==> src/design/uasir_pkg.sv <==
// constants for the usb application status and interrupt register bank
// assumes an 8-bit core clocked by clk, one instruction per clock
package uasir_pkg;
   // ========================================
   // register numbers in the special register space
   localparam logic [7:0] ADDR_SUPPLY_DIP  = 8'h0a;
   localparam logic [7:0] ADDR_EP_STATUS   = 8'h0c;
   localparam logic [7:0] ADDR_FIFO_PTR    = 8'h0d;
   localparam logic [7:0] ADDR_FIFO_DATA   = 8'h0e;
   localparam logic [7:0] ADDR_IRQ_FLAGS   = 8'h0f;
   // ========================================
   // field positions
   localparam int DIP_BIT     = 4;
   localparam int EPS_STALL   = 0;
   localparam int EPS_BUSY    = 1;
   localparam int EPS_HSUSP   = 2;
   localparam int EPS_EP2RX   = 3;
   localparam int EPS_EP0TX   = 4;
   localparam int EPS_EP2TX   = 6;
   localparam int EPS_CTRLRX  = 7;
   localparam int IF_TMR      = 0;
   localparam int IF_CTRL     = 1;
   localparam int IF_SUSP     = 2;
   localparam int IF_BRST     = 3;
   localparam int IF_PIN      = 4;
   localparam int IF_RESUME   = 7;
   localparam int CT_WDT_LSB  = 0;
   localparam int CT_TMR_LSB  = 3;
   localparam int CT_IRQDIS   = 6;
   localparam int CT_LED      = 7;
   localparam int PTR_BITS    = 5;
   // ========================================
   // reset values and implemented-bit masks
   localparam logic [7:0] RST_ZERO      = 8'h00;
   localparam logic [7:0] RST_CONTROL   = 8'h3f;
   localparam logic [7:0] IF_IMPL_MASK  = 8'h9f;
   localparam logic [4:0] PTR_WIN_BASE  = 5'h10;
   // ========================================
   // fifo geometry
   localparam int EP_COUNT   = 3;
   localparam int FIFO_DEPTH = 8;
   // ========================================
   // timing
   localparam int CLK_PERIOD_NS      = 10;
   localparam int SUSPEND_IDLE_NS    = 3_000_000;
   localparam int SUSPEND_IDLE_CYC   = SUSPEND_IDLE_NS / CLK_PERIOD_NS;
   localparam int WDT_BASE_NS        = 8_000_000;
   localparam int WDT_BASE_CYC       = WDT_BASE_NS / CLK_PERIOD_NS;
endpackage : uasir_pkg

==> src/design/uasir_regs.sv <==
// usb application status, fifo window, interrupt flag and control registers
// assumes the core drives register strobes on clk; usb engine is same-clock logic
//
// How it works
// - supply dip sets flag until software clears
// - chip reset (rst_b) clears supply dip flag; usb bus reset does not
// - firmware stall bit, cleared by good setup
// - busy bit shows engine using control fifo
// - suspend bit after idle time, clears on activity
// - endpoint2 receive flag blocks further host data
// - firmware sets transmit requests, engine clears them
// - engine sets control receive flag, firmware clears
// - five bit pointer, upper bits read zero
// - data window moves byte chosen by pointer
// - timer overflow flag sticks until cleared
// - control endpoint command sets sticky flag
// - suspend and bus reset set sticky flags
// - pin change flag, qualifying pins follow mode
// - resume flag on suspend fall, dual clock
// - watchdog prescale 1:1 to 1:128
// - timer prescale 1:2 to 1:256
// - watchdog time is base times ratio
// - interrupt disable bit set/cleared by instructions
// - control bit7 enables high sink drive
// - interrupt needs mask bit and global enable
// - eight byte fifo per endpoint, pointer reached
`timescale 1ns/1ns
`default_nettype none
module uasir_regs #(
   parameter int SUSPEND_CYC = uasir_pkg::SUSPEND_IDLE_CYC,
   parameter int WDT_CYC     = uasir_pkg::WDT_BASE_CYC
) (
   input  wire logic       clk,
   input  wire logic       rst_b,
   input  wire logic       regWr,
   input  wire logic       regRd,
   input  wire logic [7:0] regAddr,
   input  wire logic [7:0] regWrData,
   output logic      [7:0] regRdData_ff,
   input  wire logic       ctrlRegWrInstr,
   input  wire logic       ctrlRegRdInstr,
   input  wire logic       irqDisableInstr,
   input  wire logic       irqEnableInstr,
   input  wire logic       irqReturnInstr,
   input  wire logic [7:0] irqMask,
   output logic            irqReq_ff,
   input  wire logic       supplyLowPin,
   input  wire logic [3:0] port7PinsHi,
   input  wire logic       usbMode,
   input  wire logic       dualClock,
   input  wire logic       timerOverflow,
   input  wire logic       watchdogEnable,
   output logic            timerTick_ff,
   output logic            watchdogTimeout_ff,
   output logic            ledSinkEn_ff,
   input  wire logic       engSetupOk,
   input  wire logic       engBusy,
   input  wire logic       engBusActivity,
   input  wire logic       engEp2RxAccept,
   input  wire logic [2:0] engTxDone,
   input  wire logic       engCtrlRxDone,
   input  wire logic       engCtrlCmd,
   input  wire logic       engBusReset,
   input  wire logic       engWr,
   input  wire logic       engRd,
   input  wire logic [1:0] engEp,
   input  wire logic [2:0] engByte,
   input  wire logic [7:0] engWrData,
   output logic      [7:0] engRdData_ff,
   output logic            stallReq_ff,
   output logic      [2:0] txRequest_ff,
   output logic            ep2RxBlock_ff,
   output logic            ctrlRxLock_ff
);
   import uasir_pkg::*;

   // ========================================
   // helpers
   function automatic logic [4:0] fifoIdx(input logic [1:0] ep, input logic [2:0] bytePos);
      fifoIdx = {ep, bytePos};
   endfunction : fifoIdx

   logic       wrDip;
   logic       wrEps;
   logic       wrPtr;
   logic       wrData;
   logic       rdData;
   logic       wrFlags;
   assign wrDip   = regWr && (regAddr == ADDR_SUPPLY_DIP);
   assign wrEps   = regWr && (regAddr == ADDR_EP_STATUS);
   assign wrPtr   = regWr && (regAddr == ADDR_FIFO_PTR);
   assign wrData  = regWr && (regAddr == ADDR_FIFO_DATA);
   assign rdData  = regRd && (regAddr == ADDR_FIFO_DATA);
   assign wrFlags = regWr && (regAddr == ADDR_IRQ_FLAGS);

   // ========================================
   // pin synchronisers
   logic       lowMeta_ff;
   logic       lowSync_ff;
   logic       lowPrev_ff;
   logic [3:0] pinMeta_ff;
   logic [3:0] pinSync_ff;
   logic [3:0] pinPrev_ff;
   always_ff @(posedge clk or negedge rst_b) begin
      if (!rst_b) begin
         lowMeta_ff <= 1'b0;
         lowSync_ff <= 1'b0;
         lowPrev_ff <= 1'b0;
         pinMeta_ff <= 4'h0;
         pinSync_ff <= 4'h0;
         pinPrev_ff <= 4'h0;
      end else begin
         lowMeta_ff <= supplyLowPin;
         lowSync_ff <= lowMeta_ff;
         lowPrev_ff <= lowSync_ff;
         pinMeta_ff <= port7PinsHi;
         pinSync_ff <= pinMeta_ff;
         pinPrev_ff <= pinSync_ff;
      end
   end

   // ========================================
   // supply dip flag
   logic dipFlag_ff;
   logic dipEvent;
   assign dipEvent = lowSync_ff && !lowPrev_ff;
   always_ff @(posedge clk or negedge rst_b) begin
      if (!rst_b) begin
         dipFlag_ff <= 1'b0;
      end else if (dipEvent) begin
         dipFlag_ff <= 1'b1;
      end else if (wrDip && !regWrData[DIP_BIT]) begin
         dipFlag_ff <= 1'b0;
      end
   end

   // ========================================
   // endpoint status
   logic busy_ff;
   logic [$clog2(SUSPEND_CYC+1)-1:0] idleCnt_ff;
   logic hostSusp_ff;
   logic hostSuspPrev_ff;
   always_ff @(posedge clk or negedge rst_b) begin
      if (!rst_b) begin
         stallReq_ff <= 1'b0;
      end else if (wrEps && regWrData[EPS_STALL]) begin
         stallReq_ff <= 1'b1;
      end else if (engSetupOk || (wrEps && !regWrData[EPS_STALL])) begin
         stallReq_ff <= 1'b0;
      end
   end

   always_ff @(posedge clk or negedge rst_b) begin
      if (!rst_b) begin
         busy_ff <= 1'b0;
      end else begin
         busy_ff <= engBusy;
      end
   end

   // idle counting stops at the limit so the bit holds through long suspends
   always_ff @(posedge clk or negedge rst_b) begin
      if (!rst_b) begin
         idleCnt_ff      <= '0;
         hostSusp_ff     <= 1'b0;
         hostSuspPrev_ff <= 1'b0;
      end else begin
         hostSuspPrev_ff <= hostSusp_ff;
         if (engBusActivity) begin
            idleCnt_ff  <= '0;
            hostSusp_ff <= 1'b0;
         end else if (idleCnt_ff == ($bits(idleCnt_ff))'(SUSPEND_CYC - 1)) begin
            hostSusp_ff <= 1'b1;
         end else begin
            idleCnt_ff  <= idleCnt_ff + 1'b1;
         end
      end
   end

   always_ff @(posedge clk or negedge rst_b) begin
      if (!rst_b) begin
         ep2RxBlock_ff <= 1'b0;
      end else if (engEp2RxAccept) begin
         ep2RxBlock_ff <= 1'b1;
      end else if (wrEps && !regWrData[EPS_EP2RX]) begin
         ep2RxBlock_ff <= 1'b0;
      end
   end

   // firmware may only set; a simultaneous set beats the engine's clear
   always_ff @(posedge clk or negedge rst_b) begin
      if (!rst_b) begin
         txRequest_ff <= 3'h0;
      end else begin
         for (int i = 0; i < EP_COUNT; i++) begin
            if (wrEps && regWrData[EPS_EP0TX+i]) begin
               txRequest_ff[i] <= 1'b1;
            end else if (engTxDone[i]) begin
               txRequest_ff[i] <= 1'b0;
            end
         end
      end
   end

   always_ff @(posedge clk or negedge rst_b) begin
      if (!rst_b) begin
         ctrlRxLock_ff <= 1'b0;
      end else if (engCtrlRxDone) begin
         ctrlRxLock_ff <= 1'b1;
      end else if (wrEps) begin
         ctrlRxLock_ff <= regWrData[EPS_CTRLRX];
      end
   end

   // ========================================
   // fifo space: 0x00-0x02 data, 0x10-0x12 byte pointers
   logic [7:0] fifoMem [EP_COUNT*FIFO_DEPTH];
   logic [2:0] bytePtr_ff [EP_COUNT];
   logic [PTR_BITS-1:0] fifoPtr_ff;
   logic [1:0] cpuEp;
   logic       cpuDataSel;
   logic       cpuPtrSel;
   logic [4:0] cpuIdx;
   assign cpuEp      = fifoPtr_ff[1:0];
   assign cpuDataSel = (fifoPtr_ff[4:2] == 3'h0) && (cpuEp != 2'h3);
   assign cpuPtrSel  = (fifoPtr_ff[4:2] == PTR_WIN_BASE[4:2]) && (cpuEp != 2'h3);
   assign cpuIdx     = fifoIdx(cpuEp, bytePtr_ff[cpuEp]);

   always_ff @(posedge clk or negedge rst_b) begin
      if (!rst_b) begin
         fifoPtr_ff <= RST_ZERO[PTR_BITS-1:0];
      end else if (wrPtr) begin
         fifoPtr_ff <= regWrData[PTR_BITS-1:0];
      end
   end

   // byte pointers step after each data access so bytes stream out in order
   always_ff @(posedge clk or negedge rst_b) begin
      if (!rst_b) begin
         for (int i = 0; i < EP_COUNT; i++) begin
            bytePtr_ff[i] <= 3'h0;
         end
      end else if (wrData && cpuPtrSel) begin
         bytePtr_ff[cpuEp] <= regWrData[2:0];
      end else if ((wrData || rdData) && cpuDataSel) begin
         bytePtr_ff[cpuEp] <= bytePtr_ff[cpuEp] + 3'h1;
      end
   end

   // engine write is dropped if it targets endpoint 3 or firmware hits the same byte in that cycle
   always_ff @(posedge clk) begin
      if (wrData && cpuDataSel) begin
         fifoMem[cpuIdx] <= regWrData;
      end
      if (engWr && (engEp != 2'h3) && !(wrData && cpuDataSel && cpuIdx == fifoIdx(engEp, engByte))) begin
         fifoMem[fifoIdx(engEp, engByte)] <= engWrData;
      end
   end

   always_ff @(posedge clk or negedge rst_b) begin
      if (!rst_b) begin
         engRdData_ff <= RST_ZERO;
      end else if (engRd && (engEp != 2'h3)) begin
         engRdData_ff <= fifoMem[fifoIdx(engEp, engByte)];
      end
   end

   // ========================================
   // interrupt flags
   logic [7:0] irqFlags_ff;
   logic [7:0] flagSet;
   logic [3:0] pinQual;
   assign pinQual = usbMode ? 4'hc : 4'hf;
   always_comb begin
      flagSet            = 8'h00;
      flagSet[IF_TMR]    = timerOverflow;
      flagSet[IF_CTRL]   = engCtrlCmd;
      flagSet[IF_SUSP]   = hostSusp_ff && !hostSuspPrev_ff;
      flagSet[IF_BRST]   = engBusReset;
      flagSet[IF_PIN]    = |((pinSync_ff ^ pinPrev_ff) & pinQual);
      flagSet[IF_RESUME] = dualClock && !hostSusp_ff && hostSuspPrev_ff;
   end

   always_ff @(posedge clk or negedge rst_b) begin
      if (!rst_b) begin
         irqFlags_ff <= RST_ZERO;
      end else if (wrFlags) begin
         irqFlags_ff <= ((irqFlags_ff & regWrData) | flagSet) & IF_IMPL_MASK;
      end else begin
         irqFlags_ff <= irqFlags_ff | flagSet;
      end
   end

   // ========================================
   // control register
   logic [7:0] control_ff;
   always_ff @(posedge clk or negedge rst_b) begin
      if (!rst_b) begin
         control_ff <= RST_CONTROL;
      end else begin
         if (ctrlRegWrInstr) begin
            control_ff[5:0]    <= regWrData[5:0];
            control_ff[CT_LED] <= regWrData[CT_LED];
         end
         if (irqDisableInstr) begin
            control_ff[CT_IRQDIS] <= 1'b1;
         end else if (irqEnableInstr || irqReturnInstr) begin
            control_ff[CT_IRQDIS] <= 1'b0;
         end
      end
   end

   always_ff @(posedge clk or negedge rst_b) begin
      if (!rst_b) begin
         ledSinkEn_ff <= 1'b0;
         irqReq_ff    <= 1'b0;
      end else begin
         ledSinkEn_ff <= control_ff[CT_LED];
         irqReq_ff    <= |(irqFlags_ff & irqMask & IF_IMPL_MASK) && !control_ff[CT_IRQDIS];
      end
   end

   // ========================================
   // prescalers
   logic [7:0] tmrDiv_ff;
   logic [7:0] tmrMask;
   logic [$clog2(WDT_CYC+1)-1:0] wdtBase_ff;
   logic [6:0] wdtDiv_ff;
   logic [6:0] wdtMask;
   assign tmrMask = 8'(9'h1ff >> (4'h8 - {1'b0, control_ff[CT_TMR_LSB +: 3]}));
   assign wdtMask = 7'(8'hff >> (4'h8 - {1'b0, control_ff[CT_WDT_LSB +: 3]}));

   always_ff @(posedge clk or negedge rst_b) begin
      if (!rst_b) begin
         tmrDiv_ff    <= 8'h00;
         timerTick_ff <= 1'b0;
      end else begin
         tmrDiv_ff    <= tmrDiv_ff + 8'h01;
         timerTick_ff <= ((tmrDiv_ff & tmrMask) == tmrMask);
      end
   end

   // base ticks every 8 ms; the divider picks how many base ticks make a timeout
   always_ff @(posedge clk or negedge rst_b) begin
      if (!rst_b) begin
         wdtBase_ff         <= '0;
         wdtDiv_ff          <= 7'h00;
         watchdogTimeout_ff <= 1'b0;
      end else if (!watchdogEnable) begin
         wdtBase_ff         <= '0;
         wdtDiv_ff          <= 7'h00;
         watchdogTimeout_ff <= 1'b0;
      end else if (wdtBase_ff == ($bits(wdtBase_ff))'(WDT_CYC - 1)) begin
         wdtBase_ff         <= '0;
         wdtDiv_ff          <= wdtDiv_ff + 7'h01;
         watchdogTimeout_ff <= ((wdtDiv_ff & wdtMask) == wdtMask);
      end else begin
         wdtBase_ff         <= wdtBase_ff + 1'b1;
         watchdogTimeout_ff <= 1'b0;
      end
   end

   // ========================================
   // register read port, one cycle latency
   always_ff @(posedge clk or negedge rst_b) begin
      if (!rst_b) begin
         regRdData_ff <= RST_ZERO;
      end else if (ctrlRegRdInstr) begin
         regRdData_ff <= control_ff;
      end else if (regRd) begin
         unique case (regAddr)
            ADDR_SUPPLY_DIP: regRdData_ff <= {3'h0, dipFlag_ff, 4'h0};
            ADDR_EP_STATUS:  regRdData_ff <= {ctrlRxLock_ff, txRequest_ff[2], txRequest_ff[1],
                                              txRequest_ff[0], ep2RxBlock_ff, hostSusp_ff,
                                              busy_ff, stallReq_ff};
            ADDR_FIFO_PTR:   regRdData_ff <= {3'h0, fifoPtr_ff};
            ADDR_FIFO_DATA:  regRdData_ff <= cpuDataSel ? fifoMem[cpuIdx] :
                                             cpuPtrSel ? {5'h00, bytePtr_ff[cpuEp]} : 8'h00;
            ADDR_IRQ_FLAGS:  regRdData_ff <= irqFlags_ff;
            default:         regRdData_ff <= 8'h00;
         endcase
      end
   end

   // ========================================
   // checks
   chk_dip_sets: assert property (@(posedge clk) disable iff (!rst_b)
      dipEvent |=> dipFlag_ff) else $error("dip flag not set");
   chk_stall_hwclr: assert property (@(posedge clk) disable iff (!rst_b)
      engSetupOk && !wrEps |=> !stallReq_ff) else $error("stall not cleared");
   chk_tx_clear: assert property (@(posedge clk) disable iff (!rst_b)
      engTxDone[0] && !wrEps |=> !txRequest_ff[0]) else $error("tx request kept");
   chk_ctrlrx_set: assert property (@(posedge clk) disable iff (!rst_b)
      engCtrlRxDone |=> ctrlRxLock_ff) else $error("ctrl rx not set");
   chk_ptr_upper: assert property (@(posedge clk) disable iff (!rst_b)
      regRd && regAddr == ADDR_FIFO_PTR |=> regRdData_ff[7:5] == 3'h0)
      else $error("pointer upper bits");
   chk_suspend_act: assert property (@(posedge clk) disable iff (!rst_b)
      engBusActivity |=> !hostSusp_ff ##1 !hostSusp_ff) else $error("suspend on activity");
   chk_flag_setwins: assert property (@(posedge clk) disable iff (!rst_b)
      timerOverflow && wrFlags |=> irqFlags_ff[IF_TMR]) else $error("set lost to clear");
   chk_irq_gate: assert property (@(posedge clk) disable iff (!rst_b)
      control_ff[CT_IRQDIS] |=> !irqReq_ff) else $error("irq while disabled");
   chk_disable_instr: assert property (@(posedge clk) disable iff (!rst_b)
      irqDisableInstr |=> control_ff[CT_IRQDIS] ##1 !irqReq_ff) else $error("disable failed");
   chk_led_follow: assert property (@(posedge clk) disable iff (!rst_b)
      ctrlRegWrInstr |=> ##1 ledSinkEn_ff == $past(regWrData[CT_LED], 2))
      else $error("led sink mismatch");
   cov_dip: cover property (@(posedge clk) disable iff (!rst_b) dipEvent ##1 wrDip);
   cov_suspend: cover property (@(posedge clk) disable iff (!rst_b) $rose(hostSusp_ff));
   cov_irq: cover property (@(posedge clk) disable iff (!rst_b) $rose(irqReq_ff));
   cov_fifo: cover property (@(posedge clk) disable iff (!rst_b) wrData && cpuDataSel ##1 rdData);
endmodule : uasir_regs
`default_nettype wire

==> config.mk <==
export PLATFORM = sky130hd
export DESIGN_NAME = uasir_regs
export DESIGN_NICKNAME = d
export VERILOG_FILES = /design/src/design/uasir_pkg.sv /design/src/design/uasir_regs.sv
export SDC_FILE = /design/constraint.sdc
export NUM_CORES = 1
export LEC_CHECK = 0
export ABC_CLOCK_PERIOD_IN_PS = 4500
export BUFFER_PORTS_ARGS = -buffer_cell sky130_fd_sc_hd__buf_2
export CORE_ASPECT_RATIO = 0.8
export CORE_MARGIN = 4
export CORE_UTILIZATION = 30
export CTS_BUF_LIST = sky130_fd_sc_hd__clkbuf_8 sky130_fd_sc_hd__clkbuf_16
export DETAILED_ROUTE_END_ITERATION = 10
export PLACE_DENSITY_LB_ADDON = 0.05
export SETUP_SLACK_MARGIN = 0.5
export SLEW_MARGIN = 20
export SYNTH_ARGS = -nofsm -noshare
export SYNTH_HDL_FRONTEND = slang
export SYNTH_SLANG_ARGS = --single-unit
==> constraint.sdc <==
create_clock -name clk -period 4.5 [get_ports clk]
set_clock_uncertainty 0.15 [all_clocks]
set_input_delay 0.45 -clock clk [delete_from_list [all_inputs] [get_ports clk]]
set_output_delay 0.45 -clock clk [all_outputs]
set_load 0.02 [all_outputs]
==> flow_metrics.env <==
export IMPL_fp_dieH_um=225
export IMPL_antenna_found_initial=0
export IMPL_end_kind="flop"
export IMPL_wl_per_cell_um=27.3
export IMPL_slowest_stage="nor4_4"
export IMPL_grt_max_degree=62
export IMPL_avgSynthCellArea_um2=11.9
export IMPL_design_core_area_um2=58300
export IMPL_use_met1_pct=31.9
export IMPL_cts_sinks=319
export IMPL_drc=0
export IMPL_ys_seq_elements=319
export IMPL_power_density_nw_per_um2=340
export IMPL_irDropWorstVdd_mv=0.203
export IMPL_p_sw_share_pct=26.1
export IMPL_hpwl_um=44700
export IMPL_power_frac_seq_pct=45.9
export IMPL_dieArea_um2=63100
export IMPL_netlist_instances=1496
export IMPL_critPathLaunchType="flop"
export IMPL_whs_ps=35.2
export IMPL_hold_path_class="input port to flop"
export IMPL_drt_pass1_iter_count=6
export IMPL_fin_util_pct=35.4
export IMPL_die_w_um=280
export IMPL_switchingPower_mw=1.83
export IMPL_drtAntennaViolNets=0
export IMPL_required_ps=4520
export IMPL_final_cell_mix="edfxtp_1, nand2_1, mux2_2"
export IMPL_clkTransAtPathRegs_ps=60
export IMPL_grt_overflow=0
export IMPL_use_met3_pct=2.87
export IMPL_fmax_ghz=0.266
export IMPL_yosys_warnings=0
export IMPL_finalNetCount=1683
export IMPL_p_int_mw=5.19
export IMPL_finalSetupTns_ps=0
export IMPL_grt_pass1_vias=13100
export IMPL_grt_use_met2_pct=31.4
export IMPL_clock_latency_ps=560
export IMPL_gr_usage_all_layers_pct=20.8
export IMPL_fill_cells=5887
export IMPL_relSlewSlack_pct=33.4
export IMPL_path_cells="buf_4 -> nand3b_1 -> o21ai_4 -> xnor2_1 -> nand2_1 -> and4b_2 -> nor4_4 -> o21bai_1"
export IMPL_first_iter_violations=1112
export IMPL_ioPinCount=93
export IMPL_syn_nets=1575
export IMPL_min_to="irqReq_ff"
export IMPL_status="completed"
export IMPL_grt_pass1_wl_um=95800
export IMPL_tightest_slew_ps=996
export IMPL_slowest_delay_ps=750
export IMPL_synth_top_area_share_pct=32.5
export IMPL_hold_start="irqMask[7]"
export IMPL_synth_top_flop_cell="edfxtp_1"
export IMPL_synth_edff_count=192
export IMPL_path_max_fanout=17
export IMPL_rows=79
export IMPL_fin_cells=2403
export IMPL_reg2reg_to="fifoMem[12][6]"
export IMPL_grt_busiest_layer="met1"
export IMPL_synth_distinct_cells=65
export IMPL_initial_core_util_pct=30.4
export IMPL_hold_depth=3
export IMPL_numCtsBuffers=40
export IMPL_reg2reg_from="fifoPtr_ff[0]"
export IMPL_critPathLaunch="fifoPtr_ff[0]"
export IMPL_yosys_top_cells_area="edfxtp_1, dfrtp_1, mux2_2, mux4_2, nand2_1"
export IMPL_htreeDepth=2
export IMPL_period_minus_slack_ps=3760
export IMPL_yosysSeqAreaShare_pct=50.5
export IMPL_clk_path_buf_depth=3
export IMPL_synth_cell_area_um2=17700
export IMPL_async_flop_share_pct=39.8
export IMPL_finalSetupViolCount=0
export IMPL_slew_violations=0
export IMPL_power_leakage_nw=7.65
export IMPL_clockPowerShare_pct=42.9
export IMPL_drt_vias_per_instance=5.39
export IMPL_cts_tree="built"
export IMPL_pwr_share_comb_pct=11.2
export IMPL_rr_worst_depth=8
export IMPL_final_hold_viol_count=0
export IMPL_yosys_area_top_type="edfxtp_1"
export IMPL_gp_congestion=0.804
export IMPL_criticalPathCategory="flop to flop"
export IMPL_timing_final_crit_share_pct=83.5
export IMPL_drive_above_1_share_pct=27.8
export IMPL_total_power_mw=7.02
export IMPL_final_common_cell="edfxtp_1"
export IMPL_dp_cells=2312
export IMPL_drv_cap=0
export IMPL_routed_wirelength_um=65600
export IMPL_area_growth_pct=16.4
export IMPL_cp_data_arrival_time_ps=3780
export IMPL_rsz0062_at_grt="false"
export IMPL_clock_root_buffer="clkbuf_16"
export IMPL_portBuffers=90
export IMPL_reg2reg_slack_ps=740
export IMPL_vias=13000
[worst max-delay path by stage]
stage | end | slack, ps | depth (start not counted)
3_3_place_gp | fifoMem[18][1] | 590 | 8
5_1_grt | fifoMem[18][7] | 550 | 8
3_5_place_dp | fifoMem[18][7] | 620 | 8
4_1_cts | fifoMem[18][7] | 600 | 8
2_1_floorplan | fifoMem[10][0] | 1290 | 9
6_report | fifoMem[12][6] | 740 | 8
[Yosys cell counts (20+ instances only)]
cell type	number
nand3_1	59
dfrtp_1	121
and3_1	24
mux2i_1	30
clkbuf_1	85
nand2_1	165
edfxtp_1	192
mux2_1	53
nor2_1	108
mux2_2	157
xor2_1	29
nand4_1	20
xnor2_1	26
buf_2	21
a21oi_1	38
o21ai_0	53
mux4_2	56
[cells by family after synthesis]
| group | after synthesis | synth area share, % |
|---|---|---|
| fa+ha+maj | 12 | 0.847 |
| simple gates | 467 | 12.6 |
| mux | 303 | 22.7 |
| compound gates | 204 | 7.50 |
| xor+xnor | 55 | 2.72 |
| buf+inv | 136 | 3.15 |
| flops | 319 | 50.5 |
[through the flow]
stage,area (um2),worst slack [ps]
finish,20600,744
global route,20600,550
CTS,20600,600
detailed placement,19200,618
global placement,19200,589
floorplan,17700,1290
[power groups by stage]
stage               clock (mW)  sequential (mW)  combinational [mW]
floorplan                    0             3.29               0.422
global placement             0             3.28               0.770
detailed placement           0             3.28               0.774
CTS                       3.12             3.22               0.789
global route              3.23             3.23               0.843
finish                    3.01             3.22               0.784
[worst max-delay path: cells and delay by family (launching register included)]
family / cells / cell delay, ps
compound gates: 2 / 660
xor+xnor: 1 / 140
buf+inv: 1 / 300
flops: 1 / 510
simple gates: 4 / 1610
[metal layers]
layer	routed length [um]	up-vias
li1	-	5816
met1	32900	6753
met2	28500	324
met3	3120	66
met4	1070	0
met5	0	-
[registers in the layout, indices dropped and copies added, names as in the netlist, 3 cells and up]
name	flops
bytePtr_ff	9
fifoMem	192
txRequest_ff	3
wdtDiv_ff	7
pinMeta_ff	4
control_ff	8
wdtBase_ff	20
fifoPtr_ff	5
pinSync_ff	4
regRdData_ff	8
pinPrev_ff	4
engRdData_ff	8
tmrDiv_ff	8
idleCnt_ff	19
irqFlags_ff	6
[layout make-up]
class                           count  area [um2]  share of cell area (%)
Multi-Input combinational cell   1041        8230                    39.9
Sequential cell                   319        8950                    43.4
Antenna cell                        2        5.00                  0.0242
Tap cell                          769         962                    4.66
Clock inverter                     24         101                   0.491
Clock buffer                       46        1090                    5.30
Timing Repair Buffer              181        1210                    5.89
Inverter                           21        78.8                   0.382
[repair_timing]
item                                   in CTS  in global routing
gates resized for setup                     0                  1
setup endpoints to repair                   0                137
endpoints found under the hold margin      73                  0
hold buffers                               19                  0
setup buffers                               0                  0
Note: power is estimated with default switching activity, not from simulation.
